<file path="src/inc/cmd_fifo_ctrl_pkg.sv">
// Constants, types and state layout of the command and FIFO control register bank
// How it works
// - Standby bit enters power-down mode
// - Radio power-off bit powers receiver, transmitter down
// - Command register holds 5-bit command code
// - Unlock bit permits next host-access modification
// - Following write clears unlock automatically
// - Bus ownership bits change only when unlocked
// - Both ownership bits never set together
// - Module port select encodes four interface modes
// - Capacity select: 1 gives 255, 0 gives 512
// - Near-full when capacity minus count <= threshold
// - Near-empty when count <= threshold
// - Buffer clear empties buffer, reads zero
// - Threshold bit 8 used only in 512 mode
// - Count upper bits read-only, 512 mode only
// - Threshold register holds low threshold bits
// - Port write increments count, read decrements
// - Buffer port access keeps address pointer
// - Length register reports low count bits
package cmd_fifo_ctrl_pkg;
   // ----------------------------------------
   // Widths
   // ----------------------------------------
   localparam int ADDR_W  = 8;
   localparam int DATA_W  = 8;
   localparam int COUNT_W = 10;
   localparam int THR_W   = 9;
   localparam int CODE_W  = 5;
   localparam int SEL_W   = 2;

   // ----------------------------------------
   // Register offsets
   // ----------------------------------------
   localparam logic [ADDR_W-1:0] OFF_COMMAND = 8'h00;
   localparam logic [ADDR_W-1:0] OFF_HOST    = 8'h01;
   localparam logic [ADDR_W-1:0] OFF_FIFOCFG = 8'h02;
   localparam logic [ADDR_W-1:0] OFF_THRESH  = 8'h03;
   localparam logic [ADDR_W-1:0] OFF_LENGTH  = 8'h04;
   localparam logic [ADDR_W-1:0] OFF_PORT    = 8'h05;

   // ----------------------------------------
   // Field positions
   // ----------------------------------------
   localparam int BIT_STANDBY   = 7;
   localparam int BIT_RADIO_OFF = 6;
   localparam int CODE_LSB      = 0;
   localparam int BIT_UNLOCK    = 7;
   localparam int BIT_HOST_BUS  = 6;
   localparam int BIT_MOD_BUS   = 5;
   localparam int SEL_LSB       = 2;
   localparam int BIT_CAP_SEL   = 7;
   localparam int BIT_NEAR_FULL = 6;
   localparam int BIT_NEAR_EMPT = 5;
   localparam int BIT_CLEAR     = 4;
   localparam int BIT_THR8      = 2;
   localparam int CNT_UP_LSB    = 0;

   // ----------------------------------------
   // Capacities, encodings and reset values
   // ----------------------------------------
   localparam logic [COUNT_W-1:0] CAP_SMALL = 10'h0FF;
   localparam logic [COUNT_W-1:0] CAP_LARGE = 10'h200;
   localparam logic [COUNT_W-1:0] COUNT_ONE = 10'h001;
   localparam logic [ADDR_W-1:0]  ADDR_ONE  = 8'h01;
   localparam logic [DATA_W-1:0]  ZERO_BYTE = 8'h00;

   typedef enum logic [SEL_W-1:0] {
      PORT_OFF, PORT_SPI, PORT_TWO_WIRE_LV, PORT_TWO_WIRE
   } port_sel_t;

   // ----------------------------------------
   // Carriers
   // ----------------------------------------
   typedef struct packed {
      logic [ADDR_W-1:0] addr;
      logic [DATA_W-1:0] wdata;
      logic              wr;
      logic              rd;
   } reg_req_t;

   typedef struct packed {
      logic              standby;
      logic              radio_power_off;
      logic [CODE_W-1:0] command_code;
      logic              access_unlock;
      logic              host_owns_bus;
      logic              module_owns_bus;
      port_sel_t         module_port_select;
      logic              buffer_capacity_select;
      logic              threshold_bit8;
      logic [7:0]        threshold_low_bits;
      logic [COUNT_W-1:0] byte_count;
      logic              buffer_clear;
      logic              push;
      logic [DATA_W-1:0] push_data;
      logic [DATA_W-1:0] rdata;
      logic [ADDR_W-1:0] addr_ptr;
   } state_t;

   localparam state_t STATE_RESET = '0;
endpackage : cmd_fifo_ctrl_pkg

</file>
<file path="src/command_fifo_control_regs.sv">
// Command, host-access and FIFO control register bank with byte counter
`timescale 1ns/1ps
module command_fifo_control_regs
(
   // Clock and reset
   input  wire logic                                    ref_clk,
   input  wire logic                                    rst_n,
   // Register port
   input  wire cmd_fifo_ctrl_pkg::reg_req_t             req,
   output logic [cmd_fifo_ctrl_pkg::DATA_W-1:0]         rdata,
   output logic [cmd_fifo_ctrl_pkg::ADDR_W-1:0]         next_addr,
   // Buffer storage side
   input  wire logic [cmd_fifo_ctrl_pkg::DATA_W-1:0]    buffer_head,
   output logic                                         buffer_push,
   output logic [cmd_fifo_ctrl_pkg::DATA_W-1:0]         buffer_push_data,
   output logic                                         buffer_pop,
   output logic                                         buffer_clear,
   output logic [cmd_fifo_ctrl_pkg::COUNT_W-1:0]        byte_count,
   output logic                                         near_full_flag,
   output logic                                         near_empty_flag,
   // Controls to the rest of the device
   output logic                                         standby,
   output logic                                         radio_power_off,
   output logic [cmd_fifo_ctrl_pkg::CODE_W-1:0]         command_code,
   output logic                                         host_owns_bus,
   output logic                                         module_owns_bus,
   output cmd_fifo_ctrl_pkg::port_sel_t                 module_port_select,
   output logic                                         buffer_capacity_select
);

   // ----------------------------------------
   // Decode helper
   // ----------------------------------------
   function automatic logic hit(input logic [cmd_fifo_ctrl_pkg::ADDR_W-1:0] a,
                                input logic [cmd_fifo_ctrl_pkg::ADDR_W-1:0] off);
      hit = (a == off);
   endfunction : hit

   cmd_fifo_ctrl_pkg::state_t st_q;
   cmd_fifo_ctrl_pkg::state_t st_d;

   logic [cmd_fifo_ctrl_pkg::COUNT_W-1:0] capacity;
   logic [cmd_fifo_ctrl_pkg::COUNT_W-1:0] thr_eff;
   logic [cmd_fifo_ctrl_pkg::COUNT_W-1:0] room;
   logic                                  full;
   logic                                  empty;
   logic                                  do_push;
   logic                                  do_pop;

   // ----------------------------------------
   // Capacity and threshold
   // ----------------------------------------
   // capacity from select bit
   assign capacity = st_q.buffer_capacity_select ? cmd_fifo_ctrl_pkg::CAP_SMALL : cmd_fifo_ctrl_pkg::CAP_LARGE;
   // bit 8 only in large mode
   assign thr_eff  = {1'b0, (st_q.threshold_bit8 & ~st_q.buffer_capacity_select), st_q.threshold_low_bits};
   assign room     = capacity - st_q.byte_count;
   assign full     = (st_q.byte_count >= capacity);
   assign empty    = (st_q.byte_count == '0);

   // ----------------------------------------
   // Alert flags
   // ----------------------------------------
   // near full comparison
   assign near_full_flag  = (room <= thr_eff);
   assign near_empty_flag = (st_q.byte_count <= thr_eff);

   // Pushes beyond capacity and pops from empty are dropped to keep the count honest
   // port accesses move count
   assign do_push = req.wr & hit(req.addr, cmd_fifo_ctrl_pkg::OFF_PORT) & ~full;
   assign do_pop  = req.rd & hit(req.addr, cmd_fifo_ctrl_pkg::OFF_PORT) & ~empty;

   // ----------------------------------------
   // Next state
   // ----------------------------------------
   always_comb
   begin
      st_d              = st_q;
      st_d.buffer_clear = 1'b0;
      st_d.push         = 1'b0;
      st_d.rdata        = cmd_fifo_ctrl_pkg::ZERO_BYTE;

      if (req.wr)
      begin
         st_d.access_unlock = 1'b0;
         case (req.addr)
            cmd_fifo_ctrl_pkg::OFF_COMMAND:
            begin
               st_d.standby         = req.wdata[cmd_fifo_ctrl_pkg::BIT_STANDBY];
               st_d.radio_power_off = req.wdata[cmd_fifo_ctrl_pkg::BIT_RADIO_OFF];
               st_d.command_code    = req.wdata[cmd_fifo_ctrl_pkg::CODE_LSB +: cmd_fifo_ctrl_pkg::CODE_W];
            end
            cmd_fifo_ctrl_pkg::OFF_HOST:
            begin
               st_d.access_unlock = req.wdata[cmd_fifo_ctrl_pkg::BIT_UNLOCK];
               if (st_q.access_unlock &&
                   !(req.wdata[cmd_fifo_ctrl_pkg::BIT_HOST_BUS] && req.wdata[cmd_fifo_ctrl_pkg::BIT_MOD_BUS]))
               begin
                  st_d.host_owns_bus   = req.wdata[cmd_fifo_ctrl_pkg::BIT_HOST_BUS];
                  st_d.module_owns_bus = req.wdata[cmd_fifo_ctrl_pkg::BIT_MOD_BUS];
               end
               st_d.module_port_select =
                  cmd_fifo_ctrl_pkg::port_sel_t'(req.wdata[cmd_fifo_ctrl_pkg::SEL_LSB +: cmd_fifo_ctrl_pkg::SEL_W]);
            end
            cmd_fifo_ctrl_pkg::OFF_FIFOCFG:
            begin
               st_d.buffer_capacity_select = req.wdata[cmd_fifo_ctrl_pkg::BIT_CAP_SEL];
               st_d.threshold_bit8         = req.wdata[cmd_fifo_ctrl_pkg::BIT_THR8];
               st_d.buffer_clear           = req.wdata[cmd_fifo_ctrl_pkg::BIT_CLEAR];
            end
            cmd_fifo_ctrl_pkg::OFF_THRESH:
            begin
               st_d.threshold_low_bits = req.wdata;
            end
            cmd_fifo_ctrl_pkg::OFF_PORT:
            begin
               st_d.push      = do_push;
               st_d.push_data = req.wdata;
            end
            default:
            begin
               st_d.access_unlock = 1'b0;
            end
         endcase
      end

      if (req.rd)
      begin
         case (req.addr)
            cmd_fifo_ctrl_pkg::OFF_COMMAND:
            begin
               st_d.rdata[cmd_fifo_ctrl_pkg::BIT_STANDBY]   = st_q.standby;
               st_d.rdata[cmd_fifo_ctrl_pkg::BIT_RADIO_OFF] = st_q.radio_power_off;
               st_d.rdata[cmd_fifo_ctrl_pkg::CODE_LSB +: cmd_fifo_ctrl_pkg::CODE_W] = st_q.command_code;
            end
            cmd_fifo_ctrl_pkg::OFF_HOST:
            begin
               st_d.rdata[cmd_fifo_ctrl_pkg::BIT_UNLOCK]   = st_q.access_unlock;
               st_d.rdata[cmd_fifo_ctrl_pkg::BIT_HOST_BUS] = st_q.host_owns_bus;
               st_d.rdata[cmd_fifo_ctrl_pkg::BIT_MOD_BUS]  = st_q.module_owns_bus;
               st_d.rdata[cmd_fifo_ctrl_pkg::SEL_LSB +: cmd_fifo_ctrl_pkg::SEL_W] = st_q.module_port_select;
            end
            cmd_fifo_ctrl_pkg::OFF_FIFOCFG:
            begin
               st_d.rdata[cmd_fifo_ctrl_pkg::BIT_CAP_SEL]   = st_q.buffer_capacity_select;
               st_d.rdata[cmd_fifo_ctrl_pkg::BIT_NEAR_FULL] = near_full_flag;
               st_d.rdata[cmd_fifo_ctrl_pkg::BIT_NEAR_EMPT] = near_empty_flag;
               st_d.rdata[cmd_fifo_ctrl_pkg::BIT_THR8]      = st_q.threshold_bit8;
               // upper count bits in large mode
               st_d.rdata[cmd_fifo_ctrl_pkg::CNT_UP_LSB +: 2] =
                  st_q.buffer_capacity_select ? 2'h0 : st_q.byte_count[9:8];
            end
            cmd_fifo_ctrl_pkg::OFF_THRESH:
            begin
               st_d.rdata = st_q.threshold_low_bits;
            end
            cmd_fifo_ctrl_pkg::OFF_LENGTH:
            begin
               st_d.rdata = st_q.byte_count[7:0];
            end
            cmd_fifo_ctrl_pkg::OFF_PORT:
            begin
               st_d.rdata = do_pop ? buffer_head : cmd_fifo_ctrl_pkg::ZERO_BYTE;
            end
            default:
            begin
               st_d.rdata = cmd_fifo_ctrl_pkg::ZERO_BYTE;
            end
         endcase
      end

      if (st_d.buffer_clear)
      begin
         st_d.byte_count = '0;
      end
      else if (do_push)
      begin
         st_d.byte_count = st_q.byte_count + cmd_fifo_ctrl_pkg::COUNT_ONE;
      end
      else if (do_pop)
      begin
         st_d.byte_count = st_q.byte_count - cmd_fifo_ctrl_pkg::COUNT_ONE;
      end

      if (req.wr || req.rd)
      begin
         st_d.addr_ptr = hit(req.addr, cmd_fifo_ctrl_pkg::OFF_PORT) ? req.addr
                                                                   : req.addr + cmd_fifo_ctrl_pkg::ADDR_ONE;
      end
   end

   // ----------------------------------------
   // State register
   // ----------------------------------------
   always_ff @(posedge ref_clk or negedge rst_n)
   begin
      if (!rst_n)
      begin
         st_q <= cmd_fifo_ctrl_pkg::STATE_RESET;
      end
      else
      begin
         st_q <= st_d;
      end
   end

   // ----------------------------------------
   // Outputs
   // ----------------------------------------
   assign rdata                  = st_q.rdata;
   assign next_addr              = st_q.addr_ptr;
   assign buffer_push            = st_q.push;
   assign buffer_push_data       = st_q.push_data;
   assign buffer_pop             = do_pop;
   assign buffer_clear           = st_q.buffer_clear;
   assign byte_count             = st_q.byte_count;
   assign standby                = st_q.standby;
   assign radio_power_off        = st_q.radio_power_off;
   assign command_code           = st_q.command_code;
   assign host_owns_bus          = st_q.host_owns_bus;
   assign module_owns_bus        = st_q.module_owns_bus;
   assign module_port_select     = st_q.module_port_select;
   assign buffer_capacity_select = st_q.buffer_capacity_select;
endmodule : command_fifo_control_regs

</file>
<file path="config.mk">
export PLATFORM = sky130hd
export DESIGN_NAME = command_fifo_control_regs
export DESIGN_NICKNAME = d
export VERILOG_FILES = /design/src/inc/cmd_fifo_ctrl_pkg.sv /design/src/command_fifo_control_regs.sv
export SDC_FILE = /design/constraint.sdc
export NUM_CORES = 1
export LEC_CHECK = 0
export BUFFER_PORTS_ARGS = -buffer_cell sky130_fd_sc_hd__buf_2
export CAP_MARGIN = 20
export CORE_MARGIN = 2
export CORE_UTILIZATION = 57
export DETAILED_ROUTE_END_ITERATION = 6
export PLACE_DENSITY = 0.81
export SLEW_MARGIN = 20
export SYNTH_ARGS = -nofsm -noshare
export SYNTH_HDL_FRONTEND = slang
export SYNTH_SLANG_ARGS = --single-unit
</file>
<file path="constraint.sdc">
create_clock -name ref_clk -period 4.4 [get_ports ref_clk]
set_input_delay 0.66 -clock ref_clk [delete_from_list [all_inputs] [get_ports ref_clk]]
set_output_delay 0.66 -clock ref_clk [all_outputs]
set_load 0.01 [all_outputs]
</file>
==> results by group, run 1 <==
Status
  • Status: finished, final reports clean

CTS
  • TritonCTS clock tree: done
  • Number of buffers on the longest clock path: 2
  • Skew-Pair Late Insertion Delay: ~0.36 ns
  • Clock Tree Root: clkbuf_8
  • CTS Buf Count: 9
  • Worst-path clk slew: ~0.080 ns
  • Clock tree sinks: just under 60
  • Hold_buf cts: 0
  • H-tree levels: 3

STA
  • Min Clock Period, post-route: roughly 4.2 ns
  • RSZ-0062 raised after global routing: no
  • Final hold vios: 0
  • FMAX: 237 MHz
  • Clk_skew: about 0.016 ns
  • Tightest Pin Transition: 0.776 ns
  • Setup TNS Final: 0 ns
  • Final period util: between 90% and 100%
  • Final Max Slew Viols: 0
  • Final setup viols: 0
  • Max-slew headroom: between 40% and 50%

Place
  • Port-buffer cells: ~80
  • Placed cell count: around 600
  • Routability Congestion: between 0.9 and 1
  • DP Wirelength: around 8.3 mm

Worst setup path
  • Setup CP Type: flop to output port
  • Worst EP arrival: approximately 3.6 ns
  • Required time worst endpoint: ~3.7 ns
  • Critical-path top delay cell: dfrtp_2
  • R2R setup slack: around 0.31 ns
  • Cell Chain, Critical Path: buf_4 -> ha_1 -> nor2b_1 -> o31a_1 -> o21a_1 -> o21ai_1 -> a21oi_1 -> xor2_1 -> ha_1 -> a21o_1 -> a21oi_1 -> o211ai_1 -> a21oi_1 -> a211oi_1 -> nor2_1 -> buf_2
  • Crit start category: flop
  • CP Launch Point: buffer_capacity_select$_DFFE_PN0P_
  • Worst path most repeated cell: a21oi_1
  • Worst r2r src: byte_count[6]$_DFFE_PN0P_
  • Max stage delay on crit path: approximately 0.43 ns
  • Max FO, Critical Path: 8
  • Critical Path Sink Type: output port

Routing
  • 1st-iter DRT viols: about 390
  • Vias post-DR: 3753
  • DRC viols: 0
  • ANT nets after route: 0
  • Drt total wl: around 11 mm
  • Routed len/inst: between 15 and 20 um
  • 1st-pass router iterations: 6
  • Via density: between 6 and 7

Layout
  • Fin nets: between 500 and 600
  • Fin util: 62.9%
  • Layout cells sized above 1: between 20 and 30%
  • Post-Layout Cell Count: 621
  • Antenna Cells: 0
  • Fill count: about 650
  • Synth-to-Final Area Change: 8.60%

Min path
  • HP Class: primary input to asynchronous set/reset pin

Synth
  • Top_reg_cell synth: dfrtp_1
  • Syn_nets: roughly 540
  • Post-synth cell types: 60
  • Async set or reset register ratio after synthesis: 100%
  • Sequential cell area fraction in the yosys report: 32.9%
  • Yosys reg bits: 58
  • Synthesis Warnings: 0
  • Mapped Area: roughly 4400 sq um
  • Post-synth EDFFs: 0
  • Post-Syn Instances: ~470
  • Post-Syn Area per Cell: about 9.4 sq um

Pwr
  • PwrDens: 299 nW/um^2
  • Peak VDD IR: around 0.18 mV
  • P_leak: roughly 2.4 nW

Global routing
  • Pin count of the biggest net entering global routing: 59
  • Vias in the first global route: about 3500
  • Initial antenna violation count: 0
  • Congestion Overflow GR: 0
  • Total track usage: 26.7%
  • Global-route wire length before repair: 17.7 mm

Floorplanning
  • DIE WIDTH: roughly 90 um
  • Core area: roughly 7600 sq um
  • Total I/O pin count: 79
  • Die Height: 92.0 um
  • DIE AREA: 8450 sq um
  • # rows: 32
  • Starting Density: 58.0%

Job
  • Max-Cap Viols: 0
[cell usage in the layout, fill, tap and decap left out, types with 4 or more instances in the layout]
cell type  synthesis  layout
buf_2              3      78
dfrtp_1           58      55
ha_1              41      41
nand2_1           36      36
mux2_2            29      29
o21ai_0           29      28
nor2_1            28      28
inv_1             27      27
a21oi_1           26      26
nand3_1           17      17
xor2_1            13      13
clkbuf_8           1      10
xnor2_1            9       9
buf_4             41       7
nor2b_1            6       6
nand2b_1           6       6
a21o_1             6       6
nor3_1             6       6
a22oi_1            6       6
mux2i_1            6       6
nand4_1            5       5
or3_1              5       5
o21a_1             4       4
a211oi_1           4       4
[path summary, 6_finish.rpt]
path	cells past startpoint	endpoint
setup reg to reg	12	byte_count[8]$_DFFE_PN0P_
max in group asynchronous	2	byte_count[2]$_DFFE_PN0P_
hold reg to reg	2	next_addr[4]$_DFFE_PN0P_
min in group ref_clk	2	next_addr[4]$_DFFE_PN0P_
setup / recovery	16	near_full_flag
hold / removal	2	rdata[5]$_DFF_PN0_
[critical path: cells and delay by family (launching register included)]
family,cells,cell delay [ns]
AOI/OAI and AO/OA,9,1.39
xor gates and xnor gates,1,0.15
adders and majority gates,2,0.62
buffers and inverters,2,0.33
DFF,1,0.43
and+or+nand+nor,2,0.30
[final cells by class]
class | count | area [sq um] | share of cell area, %
timing repair buffer | 85 | 443 | 9.25
clock buffer | 10 | 138 | 2.87
sequential | 58 | 1460 | 30.4
inverter | 29 | 114 | 2.38
multi-input combinational | 331 | 2470 | 51.6
clock inverter | 6 | 41.3 | 0.862
tap | 102 | 128 | 2.67
[metal layers]
metal	share of wire [%]	GRT usage (%)	up-vias	wire length, um
li1	-	-	1723	-
met1	41	35.5	1739	4520
met2	46	42.2	237	5080
met3	9.9	6.08	54	1100
met4	4.0	10.6	0	446
met5	0	0	-	0
[power by group]
part | internal, mW | switching, mW | leakage, nW
logic | 0.161 | 0.214 | 1.52
clock network | 0.219 | 0.237 | 0.0847
registers | 0.563 | 0.0389 | 0.760
total | 0.943 | 0.490 | 2.37
[logic make-up (layout without fill, tap and decap cells)]
logic type	after synthesis	in the layout	synth area share, %
muxes	35	35	8.77
and+or+nand+nor	129	129	15.6
adders and majority gates	43	43	12.5
buffers and inverters	82	130	11.1
DFF	58	58	32.9
xor gates and xnor gates	22	22	4.37
AOI/OAI and AO/OA	102	102	14.8
[state kept, by name, indices dropped and copies added, names as in the netlist, 2 cells and up]
register	cells
st_q	10
next_addr	8
rdata	8
module_port_select	2
command_code	5
buffer_push_data	8
byte_count	10
[what timing repair did]
item / CTS / global route
setup endpoints to repair: 1 / 1
gates resized for setup: 1 / 3
pin swaps: 0 / 0
setup buffers: 0 / 3
[metrics by stage]
step           setup slack (ns)  power [mW]  cell area (sq um)  hold WS (ns)
2_1_floorplan             0.766       0.874               4410         0.364
3_3_place_gp              0.341       0.956               4580         0.456
3_5_place_dp              0.204       0.973               4580         0.468
4_1_cts                  0.0433        1.43               4760         0.483
5_1_grt                 0.00514        1.51               4790         0.505
6_report                  0.181        1.43               4790         0.434
[synthesized netlist by cell type, types with 3 or more instances]
library cell,count,area [sq um]
a211oi_1,4,30.0
a21o_1,6,45.0
a21oi_1,26,130
a221oi_1,3,26.3
a22oi_1,6,45.0
buf_2,3,15.0
buf_4,41,308
clkbuf_1,6,22.5
dfrtp_1,58,1450
ha_1,41,513
inv_1,27,101
mux2_2,29,327
mux2i_1,6,60.1
nand2_1,36,135
nand2b_1,6,37.5
nand3_1,17,85.1
nand4_1,5,31.3
nor2_1,28,105
nor2b_1,6,37.5
nor3_1,6,30.0
nor4_1,3,18.8
o211ai_1,3,22.5
o21a_1,4,30.0
o21ai_0,29,145
o31ai_1,3,22.5
or3_1,5,31.3
xnor2_1,9,78.8
xor2_1,13,114
No activity file was read; power rests on OpenSTA's default activity.
==> inputs of run 2 (changes only) <==
--- a/config.mk
+++ b/config.mk
@@ -11,6 +11,7 @@
 export CORE_UTILIZATION = 57
 export DETAILED_ROUTE_END_ITERATION = 6
 export PLACE_DENSITY = 0.81
+export RECOVER_POWER = 50
 export SLEW_MARGIN = 20
 export SYNTH_ARGS = -nofsm -noshare
 export SYNTH_HDL_FRONTEND = slang
==> results by group, run 2 (synthesized netlist as in run 1, its figures left out) <==
Global routing
  • Congestion Overflow GR: 0
  • Pin count of the biggest net entering global routing: 59
  • Initial antenna violation count: 0
  • Vias in the first global route: 3549
  • Global-route wire length before repair: 17.7 mm
  • Total track usage: about a quarter

STA
  • Final setup viols: 0
  • Min Clock Period, post-route: about 4.2 ns
  • Max-slew headroom: -103%
  • Final period util: between 90% and 100%
  • Clk_skew: around 0.014 ns
  • RSZ-0062 raised after global routing: no
  • Post-route setup slack: approximately 0.17 ns
  • Tightest Pin Transition: a little over 3 ns
  • FMAX: approximately 240 MHz
  • Final hold slack: 0.483 ns
  • Final hold vios: 0
  • Final Max Slew Viols: around 60
  • Setup TNS Final: 0 ns

CTS
  • Skew-Pair Late Insertion Delay: ~0.35 ns
  • TritonCTS clock tree: done
  • Worst-path clk slew: around 0.070 ns
  • Clock Tree Root: clkbuf_8
  • CTS Buf Count: 9
  • H-tree levels: 3
  • Clock tree sinks: 58
  • Number of buffers on the longest clock path: 2

Routing
  • 1st-iter DRT viols: ~400
  • DRC viols: 0
  • Drt total wl: between 10 and 15 mm
  • Via density: 6.00
  • Routed len/inst: about 18 um
  • ANT nets after route: 0
  • 1st-pass router iterations: 7
  • Vias post-DR: ~3700

Pwr
  • P_int: 939 uW
  • P_leak: approximately 2.3 nW
  • Switching Fraction: around a third
  • Peak VDD IR: roughly 0.18 mV
  • Reg power frac: between 40% and 50%
  • PwrDens: between 300 and 400 nW/um^2
  • Clk network pwr share: between 30% and 40%
  • Sw Pwr: ~490 uW
  • Comb pwr share: between 20% and 30%

Floorplanning
  • Core area: between 7000 and 8000 sq um
  • # rows: 32
  • Die Height: a little over 90 um
  • DIE WIDTH: approximately 92 um
  • DIE AREA: between 8000 and 9000 sq um
  • Total I/O pin count: 79
  • Starting Density: between 50 and 60%

Place
  • DP Wirelength: around 8.3 mm
  • Placed cell count: about 600
  • Port-buffer cells: 78
  • Routability Congestion: 0.995
  • Dpl ws: roughly 0.2 ns
  • Dpl cell area: around 4600 sq um

Layout
  • Commonest non-fill, non-tap cell in the layout: dfrtp_1
  • Commonest non-fill, non-tap cells in the layout: 55 x dfrtp_1, 53 x buf_2, 41 x ha_1
  • Largest regs: byte_count x10, st_q x10
  • Antenna Cells: 0
  • Post-Layout Cell Count: roughly 620
  • Synth-to-Final Area Change: 7.80%
  • Fin nets: between 500 and 600
  • Layout cells sized above 1: 22.9%
  • Final instance area: about 4800 sq um
  • Fill count: ~660

Min path
  • HP Class: flop to flop

Worst setup path
  • Max FO, Critical Path: 8
  • Setup CP Type: flop to output port
  • Required time worst endpoint: roughly 3.7 ns
  • Crit start category: flop
  • Worst EP arrival: between 3 and 4 ns
  • Critical Path Sink Type: output port

Job
  • Max-Cap Viols: 1

Status
  • Violated checks: capacitance limit, slew limit
  • Status: finished with violations
-- run 2: cell type report --
| class | instances | area (sq um) | share of cell area, % |
|---|---|---|---|
| Multi-Input combinational cell | 331 | 2470 | 52.0 |
| Sequential cell | 58 | 1460 | 30.6 |
| Timing Repair Buffer | 85 | 408 | 8.58 |
| Clock buffer | 10 | 138 | 2.90 |
| Tap cell | 102 | 128 | 2.68 |
| Inverter | 29 | 114 | 2.40 |
| Clock inverter | 6 | 41.3 | 0.869 |
-- run 2: worst paths after layout --
kind,start,end,slack (ns),cells past startpoint
max in group asynchronous,rst_n,byte_count[3]$_DFFE_PN0P_,1.03,2
min,next_addr[7]$_DFFE_PN0P_,next_addr[7]$_DFFE_PN0P_,0.48,2
max reg2reg,byte_count[6]$_DFFE_PN0P_,byte_count[8]$_DFFE_PN0P_,0.33,12
min reg2reg,next_addr[7]$_DFFE_PN0P_,next_addr[7]$_DFFE_PN0P_,0.48,2
max,buffer_capacity_select$_DFFE_PN0P_,near_full_flag,0.17,16
min in group asynchronous,rst_n,rdata[5]$_DFF_PN0_,1.39,2
-- run 2: routing by layer --
layer | global-route usage, % | vias to the layer above | share of wire (%)
met4 | 10.6 | 0 | 3.3
met1 | 35.5 | 1741 | 41
met3 | 6.08 | 43 | 9.4
met2 | 42.2 | 212 | 46
met5 | 0 | - | 0
li1 | - | 1727 | -
-- run 2: metrics by stage --
| stage | total power, mW | util [%] |
|---|---|---|
| global placement | 0.956 | 60.2 |
| CTS | 1.43 | 62.6 |
| detailed placement | 0.973 | 60.2 |
| finish | 1.43 | 62.5 |
| floorplan | 0.874 | - |
| global route | 1.51 | 62.5 |
-- run 2: power groups by stage --
stage | combinational, mW | sequential [mW] | clock [mW]
floorplan | 0.277 | 0.597 | 0
global placement | 0.348 | 0.608 | 0
detailed placement | 0.363 | 0.610 | 0
CTS | 0.367 | 0.601 | 0.461
global route | 0.416 | 0.604 | 0.485
finish | 0.371 | 0.603 | 0.456
-- run 2: worst max-delay path: stages, from the launching register on --
cell	delay [ns]
dfrtp_2	0.43
buf_4	0.18
ha_1	0.32
nor2b_1	0.16
o31a_1	0.27
o21a_1	0.18
o21ai_1	0.16
a21oi_1	0.10
xor2_1	0.15
ha_1	0.30
a21o_1	0.16
a21oi_1	0.19
o211ai_1	0.12
a21oi_1	0.14
a211oi_1	0.08
nor2_1	0.13
buf_2	0.15
-- run 2: what timing repair did --
item                                    in CTS  in global routing
setup buffers                                0                  3
gates resized for setup                      1                  3
hold buffers                                 0                  0
endpoints found under the setup margin       1                  1
==> inputs of run 3 (changes only) <==
--- a/config.mk
+++ b/config.mk
@@ -5,12 +5,14 @@
 export SDC_FILE = /design/constraint.sdc
 export NUM_CORES = 1
 export LEC_CHECK = 0
-export BUFFER_PORTS_ARGS = -buffer_cell sky130_fd_sc_hd__buf_2
+export ABC_AREA = 1
 export CAP_MARGIN = 20
+export CORE_ASPECT_RATIO = 0.7
 export CORE_MARGIN = 2
-export CORE_UTILIZATION = 57
+export CORE_UTILIZATION = 60
 export DETAILED_ROUTE_END_ITERATION = 6
-export PLACE_DENSITY = 0.81
+export DONT_BUFFER_PORTS = 1
+export PLACE_DENSITY = 0.76
 export RECOVER_POWER = 50
 export SLEW_MARGIN = 20
 export SYNTH_ARGS = -nofsm -noshare
==> results by group, run 3 <==
CTS
  • Worst-path clk slew: 0.06 ns
  • H-tree levels: 3
  • Clock tree sinks: 58
  • TritonCTS clock tree: done
  • CTS Buf Count: 9
  • Number of buffers on the longest clock path: 2
  • Setup bufs post-CTS: 0
  • Hold_buf cts: 1
  • # resized after CTS: 0
  • Clock Tree Root: clkbuf_8
  • Skew-Pair Late Insertion Delay: roughly 0.34 ns

STA
  • Final hold slack: ~0.018 ns
  • Clk_skew: 0.00872 ns
  • Tightest Pin Transition: around 0.72 ns
  • Setup TNS Final: 0 ns
  • Final setup viols: 0
  • Max-slew headroom: roughly 52%
  • Final Max Slew Viols: 0
  • Min Clock Period, post-route: 4.08 ns
  • RSZ-0062 raised after global routing: no
  • Post-route setup slack: roughly 0.32 ns
  • Final period util: between 90% and 100%
  • Final hold vios: 0
  • FMAX: approximately 250 MHz

Synth
  • Syn_nets: ~600
  • Top cells by count, synth: 111 x nand2_1, 59 x inv_1, 58 x dfrtp_1
  • Most frequent cell after synthesis: nand2_1
  • Top cell type's share of synthesized area: around 34%
  • Post-Syn Instances: ~530
  • Post-synth EDFFs: 0
  • Async set or reset register ratio after synthesis: 100%
  • Post-synth cell types: 44
  • Sequential cell area fraction in the yosys report: approximately 34%
  • Yosys reg bits: between 50 and 60
  • Top area cells in the synthesized netlist: dfrtp_1 34%, ha_1 12%, nand2_1 9.9%
  • Top_reg_cell synth: dfrtp_1
  • Mapped Area: roughly 4200 sq um
  • Top cell type by total area after synthesis: dfrtp_1
  • Post-Syn Area per Cell: a little over 8 sq um
  • Synthesis Warnings: 0

Worst setup path
  • CP Buf/Inv Count: 2
  • FF-to-FF path depth: 17
  • Required time worst endpoint: around 3.7 ns
  • Cell Chain, Critical Path: inv_1 -> ha_1 -> fa_1 -> o21ai_0 -> a31oi_1 -> xnor2_1 -> ha_1 -> a21o_1 -> a21oi_1 -> o211ai_1 -> inv_1 -> nand2_1 -> nand2_1
  • Crit start category: flop
  • Critical-path top delay cell: dfrtp_1
  • Max stage delay on crit path: between 0.5 and 0.6 ns
  • CP Launch Point: buffer_capacity_select$_DFFE_PN0P_
  • Max FO, Critical Path: 10
  • Setup CP Type: flop to output port
  • Critical Path Sink Type: output port
  • R2R setup slack: around 0.45 ns
  • Crit-path leading delay family: compound AO/OA/AOI/OAI gates
  • Worst EP arrival: 3.42 ns
  • Worst r2r src: buffer_capacity_select$_DFFE_PN0P_
  • RR Endpoint: byte_count[7]$_DFFE_PN0P_

Routing
  • Drt total wl: 10.7 mm
  • Routed len/inst: roughly 18 um
  • 1st-iter DRT viols: 230
  • ANT nets after route: 0
  • Via density: between 5 and 6
  • DRC viols: 0
  • 1st-pass router iterations: 7
  • Vias post-DR: about 3500

Layout
  • Final instance area: 4210 sq um
  • Layout cells sized above 1: 6.26%
  • Antenna Cells: 0
  • Post-Layout Cell Count: 589
  • Synth-to-Final Area Change: -0.207%
  • Commonest non-fill, non-tap cells in the layout: 111 x nand2_1, 60 x inv_1, 58 x dfrtp_1
  • Commonest non-fill, non-tap cell in the layout: nand2_1
  • Largest regs: byte_count x10, st_q x10
  • Fin util: between 60% and 70%
  • Fin nets: between 500 and 600

Pwr
  • Clk network pwr share: 29.6%
  • Comb pwr share: between 20% and 30%
  • Final Power: around 1.5 mW
  • P_int: a little under 1 mW
  • Reg power frac: between 40% and 50%
  • Switching Fraction: between 30% and 40%
  • Peak VDD IR: between 0.2 and 0.25 mV
  • Sw Pwr: roughly 530 uW
  • PwrDens: 359 nW/um^2
  • P_leak: around 2 nW

Min path
  • HP Class: primary input to asynchronous set/reset pin

Global routing
  • Initial antenna violation count: 0
  • Congestion Overflow GR: 0
  • Vias in the first global route: around 3200
  • Pin count of the biggest net entering global routing: 54
  • Global-route wire length before repair: ~17 mm
  • Total track usage: 28.4%

Place
  • DP Wirelength: around 8.3 mm
  • Dpl cell area: between 4000 and 5000 sq um
  • Port-buffer cells: 0
  • Placed cell count: approximately 570
  • Routability Congestion: a little over 0.9
  • Dpl ws: between 0.5 and 0.6 ns

Job
  • Max-Cap Viols: 0

Status
  • Status: finished, final reports clean

Floorplanning
  • DIE AREA: approximately 7700 sq um
  • Die Height: roughly 74 um
  • Core area: around 6800 sq um
  • # rows: 25
  • DIE WIDTH: about 100 um
  • Starting Density: about 62%
  • Total I/O pin count: between 70 and 80
-- run 3: cell families after synthesis --
group                      after synthesis  synth area share [%]
DFF                                     58                  34.4
buffers and inverters                  111                  13.5
xor gates and xnor gates                19                  3.94
AOI/OAI and AO/OA                      110                  15.8
adders and majority gates               43                  13.1
and+or+nand+nor                        184                  19.3
-- run 3: power by group through the flow --
| stage | Clock, mW | Sequential, mW | Combinational [mW] |
|---|---|---|---|
| floorplan | 0 | 0.609 | 0.377 |
| global placement | 0 | 0.642 | 0.394 |
| detailed placement | 0 | 0.642 | 0.416 |
| CTS | 0.455 | 0.633 | 0.421 |
| global route | 0.478 | 0.638 | 0.484 |
| finish | 0.447 | 0.633 | 0.431 |
-- run 3: layout make-up --
type | count | area [sq um]
Clock buffer | 12 | 165
Multi-Input combinational cell | 356 | 2200
Inverter | 64 | 240
Tap cell | 94 | 118
Sequential cell | 58 | 1450
Fill cell | 617 | 2570
Timing Repair Buffer | 3 | 27.5
Clock inverter | 2 | 12.5
-- run 3: worst max-delay path by stage --
stage | slack (ns) | cells past startpoint | end
5_1_grt | 0.06 | 12 | near_full_flag
6_report | 0.32 | 13 | near_full_flag
3_5_place_dp | 0.51 | 17 | byte_count[7]$_DFFE_PN0P_
2_1_floorplan | 0.98 | 17 | byte_count[7]$_DFFE_PN0P_
4_1_cts | 0.36 | 13 | near_full_flag
3_3_place_gp | 0.69 | 17 | byte_count[7]$_DFFE_PN0P_
-- run 3: layer usage --
layer | share of wire (%) | vias up | track usage, %
li1 | - | 1648 | -
met1 | 46 | 1621 | 41.2
met2 | 42 | 211 | 42.1
met3 | 10 | 21 | 7.10
met4 | 2.0 | 0 | 8.86
met5 | 0 | - | 0
